===== src/design/rate_converter_pkg.sv =====
// Behaviour
// Output density delay codes 0,14,20,26 ns
// Density mode: off, right fall, left rise, both
// Input density delay codes 0,6,12,18 ns
// Output flow clear clears, blocks output flags
// Input flow clear clears, blocks input flags
// Software holds clear until flags read cleared
// Flags at bits 23..20 read one on event
// Resynchronise restarts acquisition, reads back zero
// Output ready zero acquiring, one manual mode
// Output filter range 48/96/192k, 10 reserved
// Bypass bits skip each path's upsampling filter
// Output auto mode bit: manual or automatic
// Dither bit zero enables, one disables dithering
// Input ready zero acquiring, one when ready
// Input filter range 48/96/192k, 10 reserved
// Input auto mode bit: manual or automatic
// One enable bit switches both paths
// Input rate value is 8192 times rate/100
// Software keeps rate at most 192k, range matched
// Manual mode takes rate writes immediately
// Auto mode stores measured rate when ready
// Software sets filter range itself in auto mode
// Flow flags stay set until cleared
package rate_converter_pkg;

	// ------------------------------------------------------------
	// Register map
	// ------------------------------------------------------------
	localparam logic [31:0] CTRL_ADDR     = 32'h5000_4000;
	localparam logic [31:0] IN_RATE_ADDR  = 32'h5000_4004;
	localparam logic [23:0] IN_RATE_RESET = 24'h00_0000;

	// Control register field positions
	localparam int OUT_DLY_LSB   = 30;
	localparam int MODE_LSB      = 28;
	localparam int IN_DLY_LSB    = 26;
	localparam int OUT_CLR_BIT   = 25;
	localparam int IN_CLR_BIT    = 24;
	localparam int FLAGS_LSB     = 20;
	localparam int RESYNC_BIT    = 19;
	localparam int OUT_OK_BIT    = 18;
	localparam int OUT_RANGE_LSB = 16;
	localparam int OUT_BYP_BIT   = 14;
	localparam int OUT_AUTO_BIT  = 13;
	localparam int DITHER_BIT    = 7;
	localparam int IN_OK_BIT     = 6;
	localparam int IN_RANGE_LSB  = 4;
	localparam int IN_BYP_BIT    = 2;
	localparam int IN_AUTO_BIT   = 1;
	localparam int ENABLE_BIT    = 0;

	// ------------------------------------------------------------
	// Codes
	// ------------------------------------------------------------
	localparam logic [1:0] DENS_OFF   = 2'h0;
	localparam logic [1:0] DENS_RIGHT = 2'h1;
	localparam logic [1:0] DENS_LEFT  = 2'h2;
	localparam logic [1:0] DENS_BOTH  = 2'h3;
	localparam logic [1:0] RANGE_48K  = 2'h0;
	localparam logic [1:0] RANGE_96K  = 2'h1;
	localparam logic [1:0] RANGE_RSVD = 2'h2;
	localparam logic [1:0] RANGE_192K = 2'h3;

	// ------------------------------------------------------------
	// Timing
	// ------------------------------------------------------------
	localparam int CLK_HZ        = 20_000_000;
	localparam int CLK_PERIOD_NS = 50;
	localparam int OUT_DLY_NS [4] = '{0, 14, 20, 26};
	localparam int IN_DLY_NS  [4] = '{0, 6, 12, 18};
	// Acquisition gate: one count per 100 Hz of sample rate
	localparam int ACQ_WINDOW_MS     = 10;
	localparam int ACQ_WINDOW_CYCLES = CLK_HZ / 1000 * ACQ_WINDOW_MS;
	// 8192 * (count * 100) / 100 = count << 13
	localparam int RATE_SHIFT        = 13;

	// Least delay rounds up to whole cycles, zero ns gives zero cycles
	function automatic int delay_cycles(input int ns);
		return (ns + CLK_PERIOD_NS - 1) / CLK_PERIOD_NS;
	endfunction : delay_cycles

	// ------------------------------------------------------------
	// Types
	// ------------------------------------------------------------
	typedef enum logic [1:0] {ACQ_IDLE, ACQ_RUN, ACQ_READY} acq_e;

	typedef struct packed {
		logic [1:0] density_out_delay;
		logic [1:0] density_out_mode;
		logic [1:0] density_in_delay;
		logic [1:0] out_filter_range;
		logic       out_filter_bypass;
		logic       out_auto_mode;
		logic       dither_off;
		logic [1:0] in_filter_range;
		logic       in_filter_bypass;
		logic       in_auto_mode;
		logic       converter_enable;
	} cfg_s;

	typedef struct packed {
		logic out_underflow_flag;
		logic out_overflow_flag;
		logic in_underflow_flag;
		logic in_overflow_flag;
	} flags_s;

endpackage : rate_converter_pkg


===== src/design/rate_converter.sv =====
`timescale 1ns/1ps
module rate_converter
	import rate_converter_pkg::*;
#(
	parameter int WINDOW_CYCLES = ACQ_WINDOW_CYCLES, // Acquisition gate
	parameter int WIN_W         = 18,                // Gate counter width
	parameter int CNT_W         = 11,                // Sample count width
	parameter int DLY_DEPTH     = 4                  // Delay line taps
) (
	input  wire logic        pclk,
	input  wire logic        presetn,
	input  wire logic        psel,
	input  wire logic        penable,
	input  wire logic        pwrite,
	input  wire logic [31:0] paddr,
	input  wire logic [31:0] pwdata,
	output logic      [31:0] prdata,
	output logic             pready,
	output logic             pslverr,
	input  wire flags_s      flow_events,      // Hub flow event pulses
	input  wire logic        in_sample_strobe, // Input sample arrived
	input  wire logic        out_sample_strobe,// Output sample taken
	input  wire logic        out_left_bit,
	input  wire logic        out_right_bit,
	input  wire logic        density_bit_clock,
	input  wire logic        density_data_in,
	output logic             density_data_out,
	output logic             density_out_oe_n,
	output logic             density_in_left,
	output logic             density_in_right,
	output logic             density_in_strobe,
	output cfg_s             cfg,
	output logic      [23:0] in_rate_value,
	output logic             in_rate_load,
	output logic             resync_pulse,
	output logic             in_acquired,
	output logic             out_acquired
);

	// ------------------------------------------------------------
	// Parameter checks
	// ------------------------------------------------------------
	initial begin
		if (WINDOW_CYCLES < 2 || WINDOW_CYCLES >= (1 << WIN_W))
			$error("WINDOW_CYCLES does not fit the gate counter");
		if (CNT_W + RATE_SHIFT > 24)
			$error("CNT_W too wide for the rate value");
		if (delay_cycles(OUT_DLY_NS[3]) > DLY_DEPTH ||
		    delay_cycles(IN_DLY_NS[3]) > DLY_DEPTH)
			$error("DLY_DEPTH too short for the delay codes");
	end

	// ------------------------------------------------------------
	// State
	// ------------------------------------------------------------
	typedef struct packed {
		cfg_s                 cfg;        // Software settings
		flags_s               flags;      // Sticky flow flags
		logic                 out_clear;  // Held output flow clear
		logic                 in_clear;   // Held input flow clear
		logic [23:0]          in_rate;    // Input rate register
		acq_e                 in_acq;
		acq_e                 out_acq;
		logic [WIN_W-1:0]     in_win;     // Gate countdown
		logic [WIN_W-1:0]     out_win;
		logic [CNT_W-1:0]     in_cnt;     // Samples inside gate
		logic                 out_seen;   // Any output sample in gate
		logic                 in_ok;
		logic                 out_ok;
		logic                 rate_load;
		logic                 resync;
		logic [31:0]          prdata;
		logic                 pready;
		logic                 pslverr;
		logic                 clk_meta;   // Synchroniser first stage
		logic                 clk_sync;
		logic                 clk_prev;
		logic                 din_meta;   // Synchroniser first stage
		logic                 din_sync;
		logic [DLY_DEPTH-1:0] din_line;
		logic [DLY_DEPTH-1:0] dout_line;
		logic                 dout_pre;   // Bit picked at the edge
		logic                 dout;
		logic                 oe_n;
		logic                 in_left;
		logic                 in_right;
		logic                 in_strobe;
	} state_s;

	state_s s;      // Registered state
	state_s next_s; // Next state

	// Tap of a delay line for a delay in nanoseconds
	function automatic logic tap(input logic [DLY_DEPTH-1:0] line,
	                             input logic now, input int ns);
		int c;
		c = delay_cycles(ns);
		if (c == 0)
			return now;
		return line[c-1];
	endfunction : tap

	// ------------------------------------------------------------
	// Next state
	// ------------------------------------------------------------
	always_comb begin
		logic                 setup;
		logic                 access;
		logic                 wr_ctrl;
		logic                 wr_rate;
		logic                 out_clr_now;
		logic                 in_clr_now;
		logic                 rise;
		logic                 fall;
		logic                 din_tap;
		logic                 in_go;
		logic                 out_go;
		logic [CNT_W-1:0]     cnt_one;
		logic [31:0]          rd;
		setup       = psel && !penable;
		access      = psel && penable && s.pready;
		wr_ctrl     = access && pwrite && paddr == CTRL_ADDR;
		wr_rate     = access && pwrite && paddr == IN_RATE_ADDR;
		out_clr_now = 1'b0;
		in_clr_now  = 1'b0;
		rise        = s.clk_sync && !s.clk_prev;
		fall        = !s.clk_sync && s.clk_prev;
		din_tap     = 1'b0;
		in_go       = 1'b0;
		out_go      = 1'b0;
		cnt_one     = CNT_W'(1);
		rd          = 32'h0000_0000;
		next_s      = s;
		next_s.rate_load = 1'b0;
		next_s.resync    = 1'b0;
		next_s.in_strobe = 1'b0;

		// Software writes to the control register
		if (wr_ctrl) begin
			next_s.cfg.density_out_delay = pwdata[OUT_DLY_LSB +: 2];
			next_s.cfg.density_out_mode  = pwdata[MODE_LSB +: 2];
			next_s.cfg.density_in_delay  = pwdata[IN_DLY_LSB +: 2];
			next_s.out_clear = pwdata[OUT_CLR_BIT];
			next_s.in_clear  = pwdata[IN_CLR_BIT];
			next_s.resync    = pwdata[RESYNC_BIT];
			// Reserved range code is refused, old setting kept
			if (pwdata[OUT_RANGE_LSB +: 2] != RANGE_RSVD) begin
				next_s.cfg.out_filter_range =
					pwdata[OUT_RANGE_LSB +: 2];
			end
			if (pwdata[IN_RANGE_LSB +: 2] != RANGE_RSVD) begin
				next_s.cfg.in_filter_range =
					pwdata[IN_RANGE_LSB +: 2];
			end
			next_s.cfg.out_filter_bypass = pwdata[OUT_BYP_BIT];
			next_s.cfg.in_filter_bypass  = pwdata[IN_BYP_BIT];
			next_s.cfg.out_auto_mode     = pwdata[OUT_AUTO_BIT];
			next_s.cfg.dither_off        = pwdata[DITHER_BIT];
			next_s.cfg.in_auto_mode      = pwdata[IN_AUTO_BIT];
			next_s.cfg.converter_enable  = pwdata[ENABLE_BIT];
		end

		// Rate writes are taken and pushed at once, except in the cycle the input gate closes
		if (wr_rate) begin
			next_s.in_rate   = pwdata[23:0];
			next_s.rate_load = 1'b1;
		end

		// Flow flags: a held clear wins and blocks new events
		out_clr_now = wr_ctrl ? pwdata[OUT_CLR_BIT] : s.out_clear;
		in_clr_now  = wr_ctrl ? pwdata[IN_CLR_BIT] : s.in_clear;
		if (out_clr_now) begin
			next_s.flags.out_underflow_flag = 1'b0;
			next_s.flags.out_overflow_flag  = 1'b0;
		end else begin
			next_s.flags.out_underflow_flag = s.flags.out_underflow_flag ||
				flow_events.out_underflow_flag;
			next_s.flags.out_overflow_flag  = s.flags.out_overflow_flag ||
				flow_events.out_overflow_flag;
		end
		if (in_clr_now) begin
			next_s.flags.in_underflow_flag = 1'b0;
			next_s.flags.in_overflow_flag  = 1'b0;
		end else begin
			next_s.flags.in_underflow_flag = s.flags.in_underflow_flag ||
				flow_events.in_underflow_flag;
			next_s.flags.in_overflow_flag  = s.flags.in_overflow_flag ||
				flow_events.in_overflow_flag;
		end

		// Input acquisition: count samples inside a fixed gate
		in_go = next_s.cfg.converter_enable && next_s.cfg.in_auto_mode;
		if (!in_go) begin
			next_s.in_acq = ACQ_IDLE;
		end else if (next_s.resync || s.in_acq == ACQ_IDLE) begin
			next_s.in_acq = ACQ_RUN;
			next_s.in_win = WIN_W'(WINDOW_CYCLES - 1);
			next_s.in_cnt = '0;
		end else begin
			case (s.in_acq)
				ACQ_RUN: begin
					// Count saturates rather than wrap on a wild rate
					if (in_sample_strobe && s.in_cnt != '1)
						next_s.in_cnt = s.in_cnt + cnt_one;
					if (s.in_win == '0) begin
						next_s.in_acq    = ACQ_READY;
						next_s.in_rate   = 24'({next_s.in_cnt,
						                        RATE_SHIFT'(0)});
						next_s.rate_load = 1'b1;
					end else begin
						next_s.in_win = s.in_win - WIN_W'(1);
					end
				end
				default: begin
					next_s.in_acq = s.in_acq;
				end
			endcase
		end

		// Output acquisition: ready after a gate that saw samples
		out_go = next_s.cfg.converter_enable && next_s.cfg.out_auto_mode;
		if (!out_go) begin
			next_s.out_acq = ACQ_IDLE;
		end else if (next_s.resync || s.out_acq == ACQ_IDLE) begin
			next_s.out_acq  = ACQ_RUN;
			next_s.out_win  = WIN_W'(WINDOW_CYCLES - 1);
			next_s.out_seen = 1'b0;
		end else begin
			case (s.out_acq)
				ACQ_RUN: begin
					if (out_sample_strobe)
						next_s.out_seen = 1'b1;
					if (s.out_win != '0) begin
						next_s.out_win = s.out_win - WIN_W'(1);
					end else if (next_s.out_seen) begin
						next_s.out_acq = ACQ_READY;
					end else begin
						// No samples yet: gate again
						next_s.out_win = WIN_W'(WINDOW_CYCLES - 1);
					end
				end
				default: begin
					next_s.out_acq = s.out_acq;
				end
			endcase
		end

		// Ready flags; manual mode always reports ready
		next_s.out_ok = !next_s.cfg.out_auto_mode ||
		                next_s.out_acq == ACQ_READY;
		next_s.in_ok  = !next_s.cfg.in_auto_mode ||
		                next_s.in_acq == ACQ_READY;

		// Pin synchronisers and edge detection of the bit clock
		next_s.clk_meta = density_bit_clock;
		next_s.clk_sync = s.clk_meta;
		next_s.clk_prev = s.clk_sync;
		next_s.din_meta = density_data_in;
		next_s.din_sync = s.din_meta;

		// Input delay line, then sample per edge
		next_s.din_line = {s.din_line[DLY_DEPTH-2:0], s.din_sync};
		din_tap = tap(s.din_line, s.din_sync,
		              IN_DLY_NS[s.cfg.density_in_delay]);
		if (s.cfg.converter_enable && rise)
			next_s.in_left = din_tap;
		if (s.cfg.converter_enable && fall) begin
			next_s.in_right  = din_tap;
			next_s.in_strobe = 1'b1;
		end

		// Output bit chosen on the edge that the mode asks for
		if (rise && s.cfg.density_out_mode[1])
			next_s.dout_pre = out_left_bit;
		if (fall && s.cfg.density_out_mode[0])
			next_s.dout_pre = out_right_bit;
		next_s.dout_line = {s.dout_line[DLY_DEPTH-2:0], s.dout_pre};
		next_s.dout = tap(s.dout_line, s.dout_pre,
		                  OUT_DLY_NS[s.cfg.density_out_delay]);
		next_s.oe_n = !(s.cfg.converter_enable &&
		                s.cfg.density_out_mode != DENS_OFF);

		// APB: answer prepared in setup, ready in the access cycle
		next_s.pready  = setup;
		next_s.pslverr = 1'b0;
		if (setup) begin
			if (paddr == CTRL_ADDR) begin
				rd[OUT_DLY_LSB +: 2]   = s.cfg.density_out_delay;
				rd[MODE_LSB +: 2]      = s.cfg.density_out_mode;
				rd[IN_DLY_LSB +: 2]    = s.cfg.density_in_delay;
				rd[FLAGS_LSB +: 4]     = s.flags;
				rd[RESYNC_BIT]         = 1'b0;
				rd[OUT_OK_BIT]         = s.out_ok;
				rd[OUT_RANGE_LSB +: 2] = s.cfg.out_filter_range;
				rd[OUT_BYP_BIT]        = s.cfg.out_filter_bypass;
				rd[OUT_AUTO_BIT]       = s.cfg.out_auto_mode;
				rd[DITHER_BIT]         = s.cfg.dither_off;
				rd[IN_OK_BIT]          = s.in_ok;
				rd[IN_RANGE_LSB +: 2]  = s.cfg.in_filter_range;
				rd[IN_BYP_BIT]         = s.cfg.in_filter_bypass;
				rd[IN_AUTO_BIT]        = s.cfg.in_auto_mode;
				rd[ENABLE_BIT]         = s.cfg.converter_enable;
			end else if (paddr == IN_RATE_ADDR) begin
				rd[23:0] = s.in_rate;
			end else begin
				// Unmapped: error answer, no effect
				next_s.pslverr = 1'b1;
			end
			next_s.prdata = rd;
		end
	end

	// ------------------------------------------------------------
	// Registers
	// ------------------------------------------------------------
	always_ff @(posedge pclk or negedge presetn) begin
		if (!presetn) begin
			s         <= '0;
			s.in_rate <= IN_RATE_RESET;
			s.oe_n    <= 1'b1;
		end else begin
			s <= next_s;
		end
	end

	// Outputs straight from the state register
	assign prdata            = s.prdata;
	assign pready            = s.pready;
	assign pslverr           = s.pslverr;
	assign density_data_out  = s.dout;
	assign density_out_oe_n  = s.oe_n;
	assign density_in_left   = s.in_left;
	assign density_in_right  = s.in_right;
	assign density_in_strobe = s.in_strobe;
	assign cfg               = s.cfg;
	assign in_rate_value     = s.in_rate;
	assign in_rate_load      = s.rate_load;
	assign resync_pulse      = s.resync;
	assign in_acquired       = s.in_ok;
	assign out_acquired      = s.out_ok;
endmodule : rate_converter


===== config.mk =====
export PLATFORM = sky130hd
export DESIGN_NAME = rate_converter
export DESIGN_NICKNAME = d
export VERILOG_FILES = /design/src/design/rate_converter_pkg.sv /design/src/design/rate_converter.sv
export SDC_FILE = /design/constraint.sdc
export NUM_CORES = 1
export LEC_CHECK = 0
export BUFFER_PORTS_ARGS = -buffer_cell sky130_fd_sc_hd__buf_2
export CAP_MARGIN = 0
export CELL_PAD_IN_SITES_DETAIL_PLACEMENT = 0
export CELL_PAD_IN_SITES_GLOBAL_PLACEMENT = 1
export CORE_MARGIN = 10
export CORE_UTILIZATION = 45
export CTS_CLUSTER_DIAMETER = 120
export DETAILED_ROUTE_END_ITERATION = 10
export PLACE_DENSITY_LB_ADDON = 0.1
export SLEW_MARGIN = 20
export SYNTH_ARGS = -nofsm -noshare
export SYNTH_HDL_FRONTEND = slang
export SYNTH_SLANG_ARGS = --single-unit

===== constraint.sdc =====
create_clock -name pclk -period 7.3 [get_ports pclk]
set_input_delay 0.365 -clock pclk [delete_from_list [all_inputs] [get_ports pclk]]
set_output_delay 0.365 -clock pclk [all_outputs]
set_load 0.02 [all_outputs]

==> results of run 1 <==
[sequential cells by signal, summed over array words and instances (netlist names)]
name and cells:
in_acquired 1, density_out_oe_n 1, in_rate_value 24, density_in_left 1, pready 1, next_s 7
prdata 30, resync_pulse 1, in_rate_load 1, s 59, pslverr 1, cfg 16
out_acquired 1, density_in_strobe 1, density_in_right 1, density_data_out 1
[routing by layer]
layer | track usage (%) | up-vias
met5 | 0 | -
met4 | 5.49 | 0
met3 | 4.71 | 15
met2 | 30.9 | 147
met1 | 23.4 | 3042
li1 | - | 2956
[worst max-delay path, cell delays in order (launching register included)]
cell and delay, ps:
sky130_fd_sc_hd__dfrtp_1 410, sky130_fd_sc_hd__inv_1 70, sky130_fd_sc_hd__ha_1 160, sky130_fd_sc_hd__nor3b_1 430
sky130_fd_sc_hd__nand3_1 290, sky130_fd_sc_hd__or3_1 620, sky130_fd_sc_hd__nor3_2 840, sky130_fd_sc_hd__a21oi_1 90
[power breakdown]
part / leakage (uW) / switching, uW / total (uW) / internal (uW)
clock network: 0.000290 / 400 / 859 / 459
logic: 0.00201 / 44.9 / 69.4 / 24.5
registers: 0.00188 / 2.80 / 822 / 819
[layout make-up]
type / count / area, um2
Multi-Input combinational cell: 522 / 3340
Sequential cell: 147 / 3680
Fill cell: 1547 / 7910
Antenna cell: 1 / 2.50
Timing Repair Buffer: 166 / 857
Clock inverter: 15 / 158
Tap cell: 220 / 275
Inverter: 15 / 56.3
Clock buffer: 17 / 425
[cell usage after synthesis (12+ instances only)]
library cell,number,share of area (%)
sky130_fd_sc_hd__o31ai_1,27,2.6
sky130_fd_sc_hd__mux2i_1,50,6.5
sky130_fd_sc_hd__nand3_1,23,1.5
sky130_fd_sc_hd__nand2_1,111,5.4
sky130_fd_sc_hd__a21oi_1,32,2.1
sky130_fd_sc_hd__or3_1,12,0.97
sky130_fd_sc_hd__inv_1,13,0.63
sky130_fd_sc_hd__nand4_1,13,1.1
sky130_fd_sc_hd__buf_4,72,7.0
sky130_fd_sc_hd__nor3_1,16,1.0
sky130_fd_sc_hd__o21ai_0,24,1.6
sky130_fd_sc_hd__clkbuf_1,22,1.1
sky130_fd_sc_hd__dfrtp_1,146,47
sky130_fd_sc_hd__nor2_1,45,2.2
sky130_fd_sc_hd__a22o_1,12,1.4
[worst min-delay path by stage]
stage                            startpoint         end  cells after the start
after floorplan                     presetn      cfg[0]                      0
after global placement           next_s[14]  next_s[10]                      0
after detailed placement         next_s[14]  next_s[10]                      0
after CTS                   density_data_in  next_s[14]                      1
after global routing      density_bit_clock  next_s[17]                      1
final                       density_data_in  next_s[14]                      1
[kinds of logic (layout without fill, tap and decap cells)]
| family | after synthesis | after routing |
|---|---|---|
| compound gates | 162 | 162 |
| fa+ha+maj | 4 | 4 |
| xor+xnor | 9 | 9 |
| simple gates | 287 | 287 |
| mux | 58 | 58 |
| buf+inv | 121 | 213 |
| flops | 147 | 147 |
| other cells | 1 | 3 |
[per-stage QoR]
step	power [uW]	std cells	setup slack, ps	area (um2)	hold WS [ps]
after global placement	906	1069	4180	8200	335
final	1750	1103	4240	8790	41.8
after detailed placement	908	1069	4090	8200	348
after global routing	1820	1102	3950	8790	27.2
after CTS	1770	1102	4250	8790	30.9
after floorplan	859	790	4790	7750	69.4
==> results.md, run 1 <==
STA:
- Setup repair after global routing left no endpoint under its margin.
- The total count of max-transition violations in the final report was 0.
- The setup clock skew after layout is 6.89 ps.
- Adding up every negative setup slack in the final design gives 0 ps.
- The worst path uses between 40% and 50% of the clock period.
- The number of hold violations in the final report is 0.
- The worst slew margin relative to its limit is 37.4%.
- The actual transition at the worst max-transition pin is 934 ps.
- The total setup violations reported at the end of the flow is 0.
- The timing-limited maximum frequency is 326 MHz.
- The routed design could run at a clock period as short as around 3100 ps.

Detailed routing:
- The wire length reported by the detailed router is ~21000 um.
- The uppermost layer routed is met4.
- The number of nets with antenna violations after routing is 0.
- After detailed routing, the average wire length per cell comes to between 15 and 20 um.
- The wire length on met2 is 10800 um.
- Summing over every cut layer, the via total after detailed routing is 6160.
- After detailed routing, the wire length on met1 is 9090 um.
- The number of detailed-route iterations in the first pass is 4.
- After detailed routing, the met3 layer carries approximately 1200 um of wire.
- The violation count after the first detailed-routing iteration is 383.
- The remaining routing DRC violations is 0.
- Using the TritonRoute via totals, the vias-per-cell ratio works out to roughly 5.6.

Critical path:
- The critical path in this run is classified as flop to flop.
- Data arrives at the worst endpoint at 3320 ps.
- The capture point of the worst reg-to-reg path is in_rate_value[2].
- The biggest fanout along the worst timing path is 13.
- The most critical setup path has its endpoint at in_rate_value[2].
- The startpoint kind of the worst setup timing path is a flop.
- The startpoint identified for the worst register-to-register timing path is s[87].
- The worst setup path is captured at a flop.
- For flop-to-flop paths, the worst setup slack is 4240 ps.
- For the worst setup path, the data required time is 7560 ps.
- In this run the worst setup path begins at s[87].
- The number of cells on the worst reg-to-reg path is 7.

Logic synthesis:
- Counting flops with an async set or reset pin after synthesis yields a share of 100%.
- For this run, the number of Yosys warnings is 0.
- The main combinational cell family by area after synthesis is simple AND/OR/NAND/NOR gates.
- After synthesis, flip-flops and latches occupy a little under half of the total area.
- The synthesized netlist devotes between 10% and 20% of its cell area to compound gates.
- The xor and xnor area share after synthesis is 1.02%.
- The synthesized design contains 0 enable-type register cells.
- The most used flip-flop cell after synthesis is sky130_fd_sc_hd__dfrtp_1.
- The area of the mapped netlist is slightly below 0.008 mm2.
- Yosys mapped the design onto 72 distinct sky130hd cell types.
- Measured against the total synthesized area, the mux share comes to 7.63%.
- The flip-flop and latch count after synthesis is between 100 and 150.
- The area fraction in and, or, nand and nor cells after synthesis is 18.9%.
- A synthesized cell averages 9.82 um2.
- The adder-cell share of the synthesized area is 0.646%.
- After technology mapping, the gate count stands at 789.

Min path:
- In this run the worst hold path is classified as primary input to flop.

CTS:
- The clock latency on the worst-skew pair is 430 ps.
- The number of buffers added to fix hold violations after cts is 1.
- The buffer depth of the longest clock path is 2.
- The clock sink total is approximately 150.
- The number of clock buffers inserted by TritonCTS is 17.
- The H-tree was split into 4 levels.
- The number of gates resized after CTS was 0.
- TritonCTS built the clock tree.
- The tree is rooted in a sky130_fd_sc_hd__clkbuf_16.
- The post-CTS repair timing setup buffer count is 0.
- The clock edge transition at the registers on the reported setup and hold paths is 70 ps.

Placement:
- The count of buffers added on input and output ports is 159.
- Once detailed placement completed, the half-perimeter wirelength came to 15700 um.
- The last weighted congestion value of the routability-driven placer is 0.876.

Global route:
- The largest net degree at the start of global routing is 80.
- Global routing used 18.6% of the available tracks.
- The sum of overflow across all layers after global routing is 0.
- The number of antenna violations at the first check in global routing is 1.
- The first global-routing pass estimated between 30000 and 40000 um of wire.
- The via count of the first global-routing pass is 6261.

Finish:
- Leaving out fill and tap cells, the most frequent cells in the layout are sky130_fd_sc_hd__buf_2 (158), sky130_fd_sc_hd__dfrtp_1 (146), sky130_fd_sc_hd__nand2_1 (111), sky130_fd_sc_hd__mux2i_1 (50), sky130_fd_sc_hd__nor2_1 (45).
- The post-route netlist has roughly 26% of its cells at a drive strength greater than 1.
- The most common library cell in the layout ignoring fill and taps is sky130_fd_sc_hd__buf_2.
- Cells fill 52.6% of the core in the end.
- From synthesis to final layout, the design area changed by 13.5%.
- The final net count is 952.

Floorplanning:
- In this run the horizontal extent of the chip is 151 um.
- The starting utilization of the core area is 46.4%.
- The floorplan step defined a die boundary enclosing 0.0229 mm2.
- The number of primary I/O pins is 162.
- The number of rows created at floorplan is 47.
- In this run the standard cell core region covers 0.0167 mm2.
- From bottom edge to top edge, the die measures 151 um.

Power:
- For this design the static power due to leakage is 0.00418 uW.
- VDD sags by at most 0.000170 V.
- Dividing total power by cell area gives a power density of about 200 mW/mm2.

Job:
- The reported max-cap violation count is 0.

Run status:
- The flow ran to the end, and the final reports show no timing, DRC or antenna violations.
(Power assumes the default switching activity.)
==> inputs of run 2 (changes only) <==
--- a/config.mk
+++ b/config.mk
@@ -5,12 +5,13 @@
 export SDC_FILE = /design/constraint.sdc
 export NUM_CORES = 1
 export LEC_CHECK = 0
+export ABC_AREA = 1
 export BUFFER_PORTS_ARGS = -buffer_cell sky130_fd_sc_hd__buf_2
 export CAP_MARGIN = 0
 export CELL_PAD_IN_SITES_DETAIL_PLACEMENT = 0
 export CELL_PAD_IN_SITES_GLOBAL_PLACEMENT = 1
 export CORE_MARGIN = 10
-export CORE_UTILIZATION = 45
+export CORE_UTILIZATION = 40
 export CTS_CLUSTER_DIAMETER = 120
 export DETAILED_ROUTE_END_ITERATION = 10
 export PLACE_DENSITY_LB_ADDON = 0.1
==> constraint.sdc (replaced) <==
create_clock -name pclk -period 2.82 [get_ports pclk]
set_input_delay 0.141 -clock pclk [delete_from_list [all_inputs] [get_ports pclk]]
set_output_delay 0.141 -clock pclk [all_outputs]
set_load 0.02 [all_outputs]
==> results.md, run 2 <==
Critical path:
- The critical path is of the flop to flop type.
- The required time of the critical path was 3090 ps (-4470 ps).
- The biggest fanout along the worst timing path is 33 (+20).
- The critical path's largest stage delay is 450 ps (-390 ps).
- Broken down by cell family, the worst path's largest delay share belongs to simple AND/OR/NAND/NOR gates.
- The startpoint kind of the worst setup timing path is a flop.
- The kind of capture point of the worst setup path is a flop.
- The number of buffers and inverters on the critical path is 2 (+1).
- The arrival time of the worst setup path was 2810 ps (-510 ps).
- The signal on the critical path passes through inv_1, ha_1, inv_1, nor2_1, nand2_1, nor2_2, nand3_1, o21ai_0, nand2_2, nand2_2, o21ai_0.
- The slowest stage of the critical path belongs to the cell sky130_fd_sc_hd__nand2_2.

Detailed routing:
- The violation count after the first detailed-routing iteration is 447 (+17%).
- The count of vias placed by the detailed router was 7104 (+15%).
- The number of vias per cell after detailed routing is 4.68 (-16%).
- The number of detailed-route iterations in the first pass came to 7 (+3).
- The number of nets with antenna violations after routing is 0 (unchanged).
- The average wire per standard cell is 15.5 um (-20%).
- The wire length reported by the detailed router is 23600 um (+10%).
- The remaining routing DRC violations is 0 (unchanged).

Floorplanning:
- The floorplan die width is 163 um (+8.0%).
- The vertical die dimension is 163 um (+8.0%).
- The starting utilization of the core area came to 40.6% (-5.8 points).
- The placeable core region is 0.0202 mm2 (+21%).
- The area of the die is 0.0266 mm2 (+17%).
- The number of rows created at floorplan is 52 (+11%).
- The number of primary I/O pins is 162 (unchanged).

Power:
- The leakage power figure is 0.00514 uW (+23%).
- The share of total power in the clock network is 47.3% (-1.8 points).
- The switching portion of total power came to 25.2% (-0.42 points).
- The combinational power share is 9.9% (+5.9 points).
- The switching component of the power came to 1340 uW (+200%).
- The register share of total power was 42.7% (-4.3 points).
- The peak ir drop on the vdd network is 0.000364 V (+110%).
- The cell area power density is 548 mW/mm2 (+170%).
- The internal power consumption is 3980 uW (+210%).

Logic synthesis:
- Counting instances in the post-synthesis netlist gives the leading cell types as sky130_fd_sc_hd__nand2_1 (333), sky130_fd_sc_hd__nor2_1 (160), sky130_fd_sc_hd__dfrtp_1 (146), sky130_fd_sc_hd__inv_1 (92), sky130_fd_sc_hd__nand3_1 (86).
- The post-synthesis cell type with the largest combined area is sky130_fd_sc_hd__dfrtp_1.
- The number of warning messages in the yosys log was 0 (unchanged).
- The share of async-settable or async-resettable flops after synthesis is 100% (unchanged).
- The most common cell in the synthesized netlist is sky130_fd_sc_hd__nand2_1.
- In the synthesized netlist the dominant register cell turns out to be sky130_fd_sc_hd__dfrtp_1.
- The number of standard cells after synthesis is 1121 (+42%).
- The flip-flop and latch count after synthesis was 147 (unchanged).
- Ranked by total cell area, the synthesized netlist is headed by sky130_fd_sc_hd__dfrtp_1 (45%), sky130_fd_sc_hd__nand2_1 (15%), sky130_fd_sc_hd__nor2_1 (7.3%).
- The top-area cell type share of the netlist area is 44.5% (-2.6 points).
- The post-synthesis average cell area is 7.32 um2 (-25%).
- The share of synthesized area occupied by flip-flops and latches is 44.8% (-2.7 points).
- The distinct cell type count of the synthesized netlist is 33 (-54%).
- The area of the mapped netlist was 0.00821 mm2 (+5.9%).
- The number of enable flip-flop cells after synthesis is 0 (unchanged).

STA:
- The setup clock skew after layout was 9.12 ps (+2.23 ps).
- The timing-limited maximum frequency is 394 MHz (+21%).
- The total count of max-transition violations in the final report was 0 (unchanged).
- The shortest period the worst path allows is 2540 ps (-522 ps).
- The actual transition at the worst max-transition pin was 637 ps (-297 ps).
- The setup total negative slack is 0 ps (unchanged).
- The worst slew margin relative to its limit is 57.4% (+20 points).
- Setup repair after global routing left no endpoint under its margin.
- The final cycle utilization of the critical path is 90.1% (+48 points).
- The total setup violations reported at the end of the flow was 0 (unchanged).
- The number of hold violations in the final report was 0 (unchanged).

CTS:
- The buffer depth of the longest clock path is 2 (unchanged).
- The number of clock buffers inserted by TritonCTS is 17 (unchanged).
- The clock latency on the worst-skew pair is 420 ps (about the same).
- The count of H-tree levels built during CTS is 4 (unchanged).
- The tree is rooted in a sky130_fd_sc_hd__clkbuf_16.
- The clock sink total was 147 (unchanged).
- The clock edge transition at the registers on the reported setup and hold paths was 60 ps (about the same).
- The CTS tree is built.

Finish:
- Leaving out fill and tap cells, the most frequent cells in the layout are sky130_fd_sc_hd__nand2_1 (333), sky130_fd_sc_hd__buf_2 (158), sky130_fd_sc_hd__nor2_1 (157), sky130_fd_sc_hd__dfrtp_1 (146), sky130_fd_sc_hd__inv_1 (92).
- The share of the core filled with cells is 48.0% (-4.6 points).
- The top register by number of flip-flops is s.
- The post-route standard cell area excluding fillers came to 0.00971 mm2 (+10%).
- The layout overhead on the synthesized area is 18.4%.
- The number of filler cells placed in the layout came to 2056 (+33%).
- The most common library cell in the layout ignoring fill and taps is sky130_fd_sc_hd__nand2_1.
- The number of flip-flops under the largest register name is 59 (unchanged).
- The share of post-route cells with drive strength above 1 is 19.2% (-6.5 points).
- The count of antenna diodes in the layout is 0 (-1).
- The final net count is 1317 (+38%).

Run status:
- The flow ran to the end, and the final reports show no timing, DRC or antenna violations.

Global route:
- The via count of the first global-routing pass was 7090 (+13%).
- The largest net degree at the start of global routing came to 63 (-21%).
- The sum of overflow across all layers after global routing was 0 (unchanged).
- The number of antenna violations at the first check in global routing came to 0 (-1).
- The first-pass GRT wire length is 37900 um (+12%).
- The global-route usage over all layers was 17.8% (-0.79 points).

Placement:
- The last weighted congestion value of the routability-driven placer is 0.806 (-8.1%).
- The number of port buffers is 159 (unchanged).
- The estimated wirelength of the detail-placed design is 17700 um (+12%).
- The cell area reported after detailed placement was 0.00882 mm2 (+7.6%).

Min path:
- The path type of the worst min-delay path is primary input to flop.

Job:
- The reported max-cap violation count is 0 (unchanged).
[run 2: cell types whose count changed after synthesis, sizes merged, moves of 11 or more]
| cell | before | now |
|---|---|---|
| nor2 | 46 | 165 |
| nand3 | 23 | 87 |
| or3 | 13 | 0 |
| mux2i | 50 | 1 |
| nor4 | 14 | 0 |
| xor2 | 4 | 20 |
| or4 | 11 | 0 |
| o21ai | 25 | 58 |
| nand2 | 111 | 338 |
| o31ai | 28 | 0 |
| inv | 14 | 94 |
| a22o | 12 | 0 |
[run 2: layer usage]
metal / up-vias / GRT usage [%] / wire (um)
met3: 14 / 4.76 / 1410
met1: 3264 / 22.2 / 10400
met2: 154 / 30.1 / 11500
li1: 3672 / - / -
met5: - / 0 / 0
met4: 0 / 3.98 / 239
[run 2: worst paths after layout]
path / slack (ps) / start / cells after the start / end
max: 280 / s[87] / 11 / s[96]
min: 20 / pwdata[4] / 3 / cfg[3]
max reg2reg: 280 / s[87] / 11 / s[96]
min reg2reg: 350 / next_s[14] / 0 / next_s[10]
max in group asynchronous: 1600 / presetn / 3 / s[68]
min in group asynchronous: 260 / presetn / 2 / prdata[6]
[run 2: area by class of cell]
class / instances / area (um2) / share of cell area, %
multi-input combinational: 768 / 3470 / 35.7
inverter: 95 / 357 / 3.67
tap: 270 / 338 / 3.48
sequential: 147 / 3680 / 37.9
clock inverter: 15 / 230 / 2.37
timing repair buffer: 205 / 1210 / 12.5
clock buffer: 17 / 425 / 4.38
[run 2: kinds of logic (layout without fill, tap and decap cells)]
| kind of cell | count (synthesis) | after routing | share of synthesized area (%) |
|---|---|---|---|
| muxes | 2 | 2 | 0.259 |
| and+or+nand+nor | 633 | 633 | 31.9 |
| buffers and inverters | 207 | 332 | 13.1 |
| xor gates and xnor gates | 28 | 28 | 2.99 |
| AOI/OAI and AO/OA | 99 | 99 | 6.22 |
| DFF | 147 | 147 | 44.8 |
| adders and majority gates | 4 | 4 | 0.610 |
| other | 1 | 2 | 0.0457 |
[run 2: worst register-to-register path: stages (launching register included)]
cell	delay, ps
sky130_fd_sc_hd__dfrtp_1	410
sky130_fd_sc_hd__inv_1	100
sky130_fd_sc_hd__ha_1	170
sky130_fd_sc_hd__inv_1	40
sky130_fd_sc_hd__nor2_1	120
sky130_fd_sc_hd__nand2_1	160
sky130_fd_sc_hd__nor2_2	220
sky130_fd_sc_hd__nand3_1	150
sky130_fd_sc_hd__o21ai_0	280
sky130_fd_sc_hd__nand2_2	140
sky130_fd_sc_hd__nand2_2	450
sky130_fd_sc_hd__o21ai_0	170
[run 2: power by group through the flow]
stage	registers, uW	clock network [uW]	logic (uW)
floorplan	2290	0	325
global placement	2310	0	511
detailed placement	2310	0	516
CTS	2270	2580	541
global route	2290	2680	594
finish	2270	2520	528
[run 2: repair_timing]
item	in CTS	in global routing
hold buffers	21	0
buffers inserted	0	1
hold endpoints to repair	78	0
setup endpoints to repair	0	24
resized for setup	0	2
[run 2: through the flow]
step	power, uW	cells	hold slack (ps)	worst slack (ps)
6_report	5320	1517	21.6	279
5_1_grt	5560	1517	14.3	6.84
4_1_cts	5390	1516	0.283	227
3_5_place_dp	2830	1463	169	243
3_3_place_gp	2820	1463	168	320
2_1_floorplan	2620	1122	-155	734
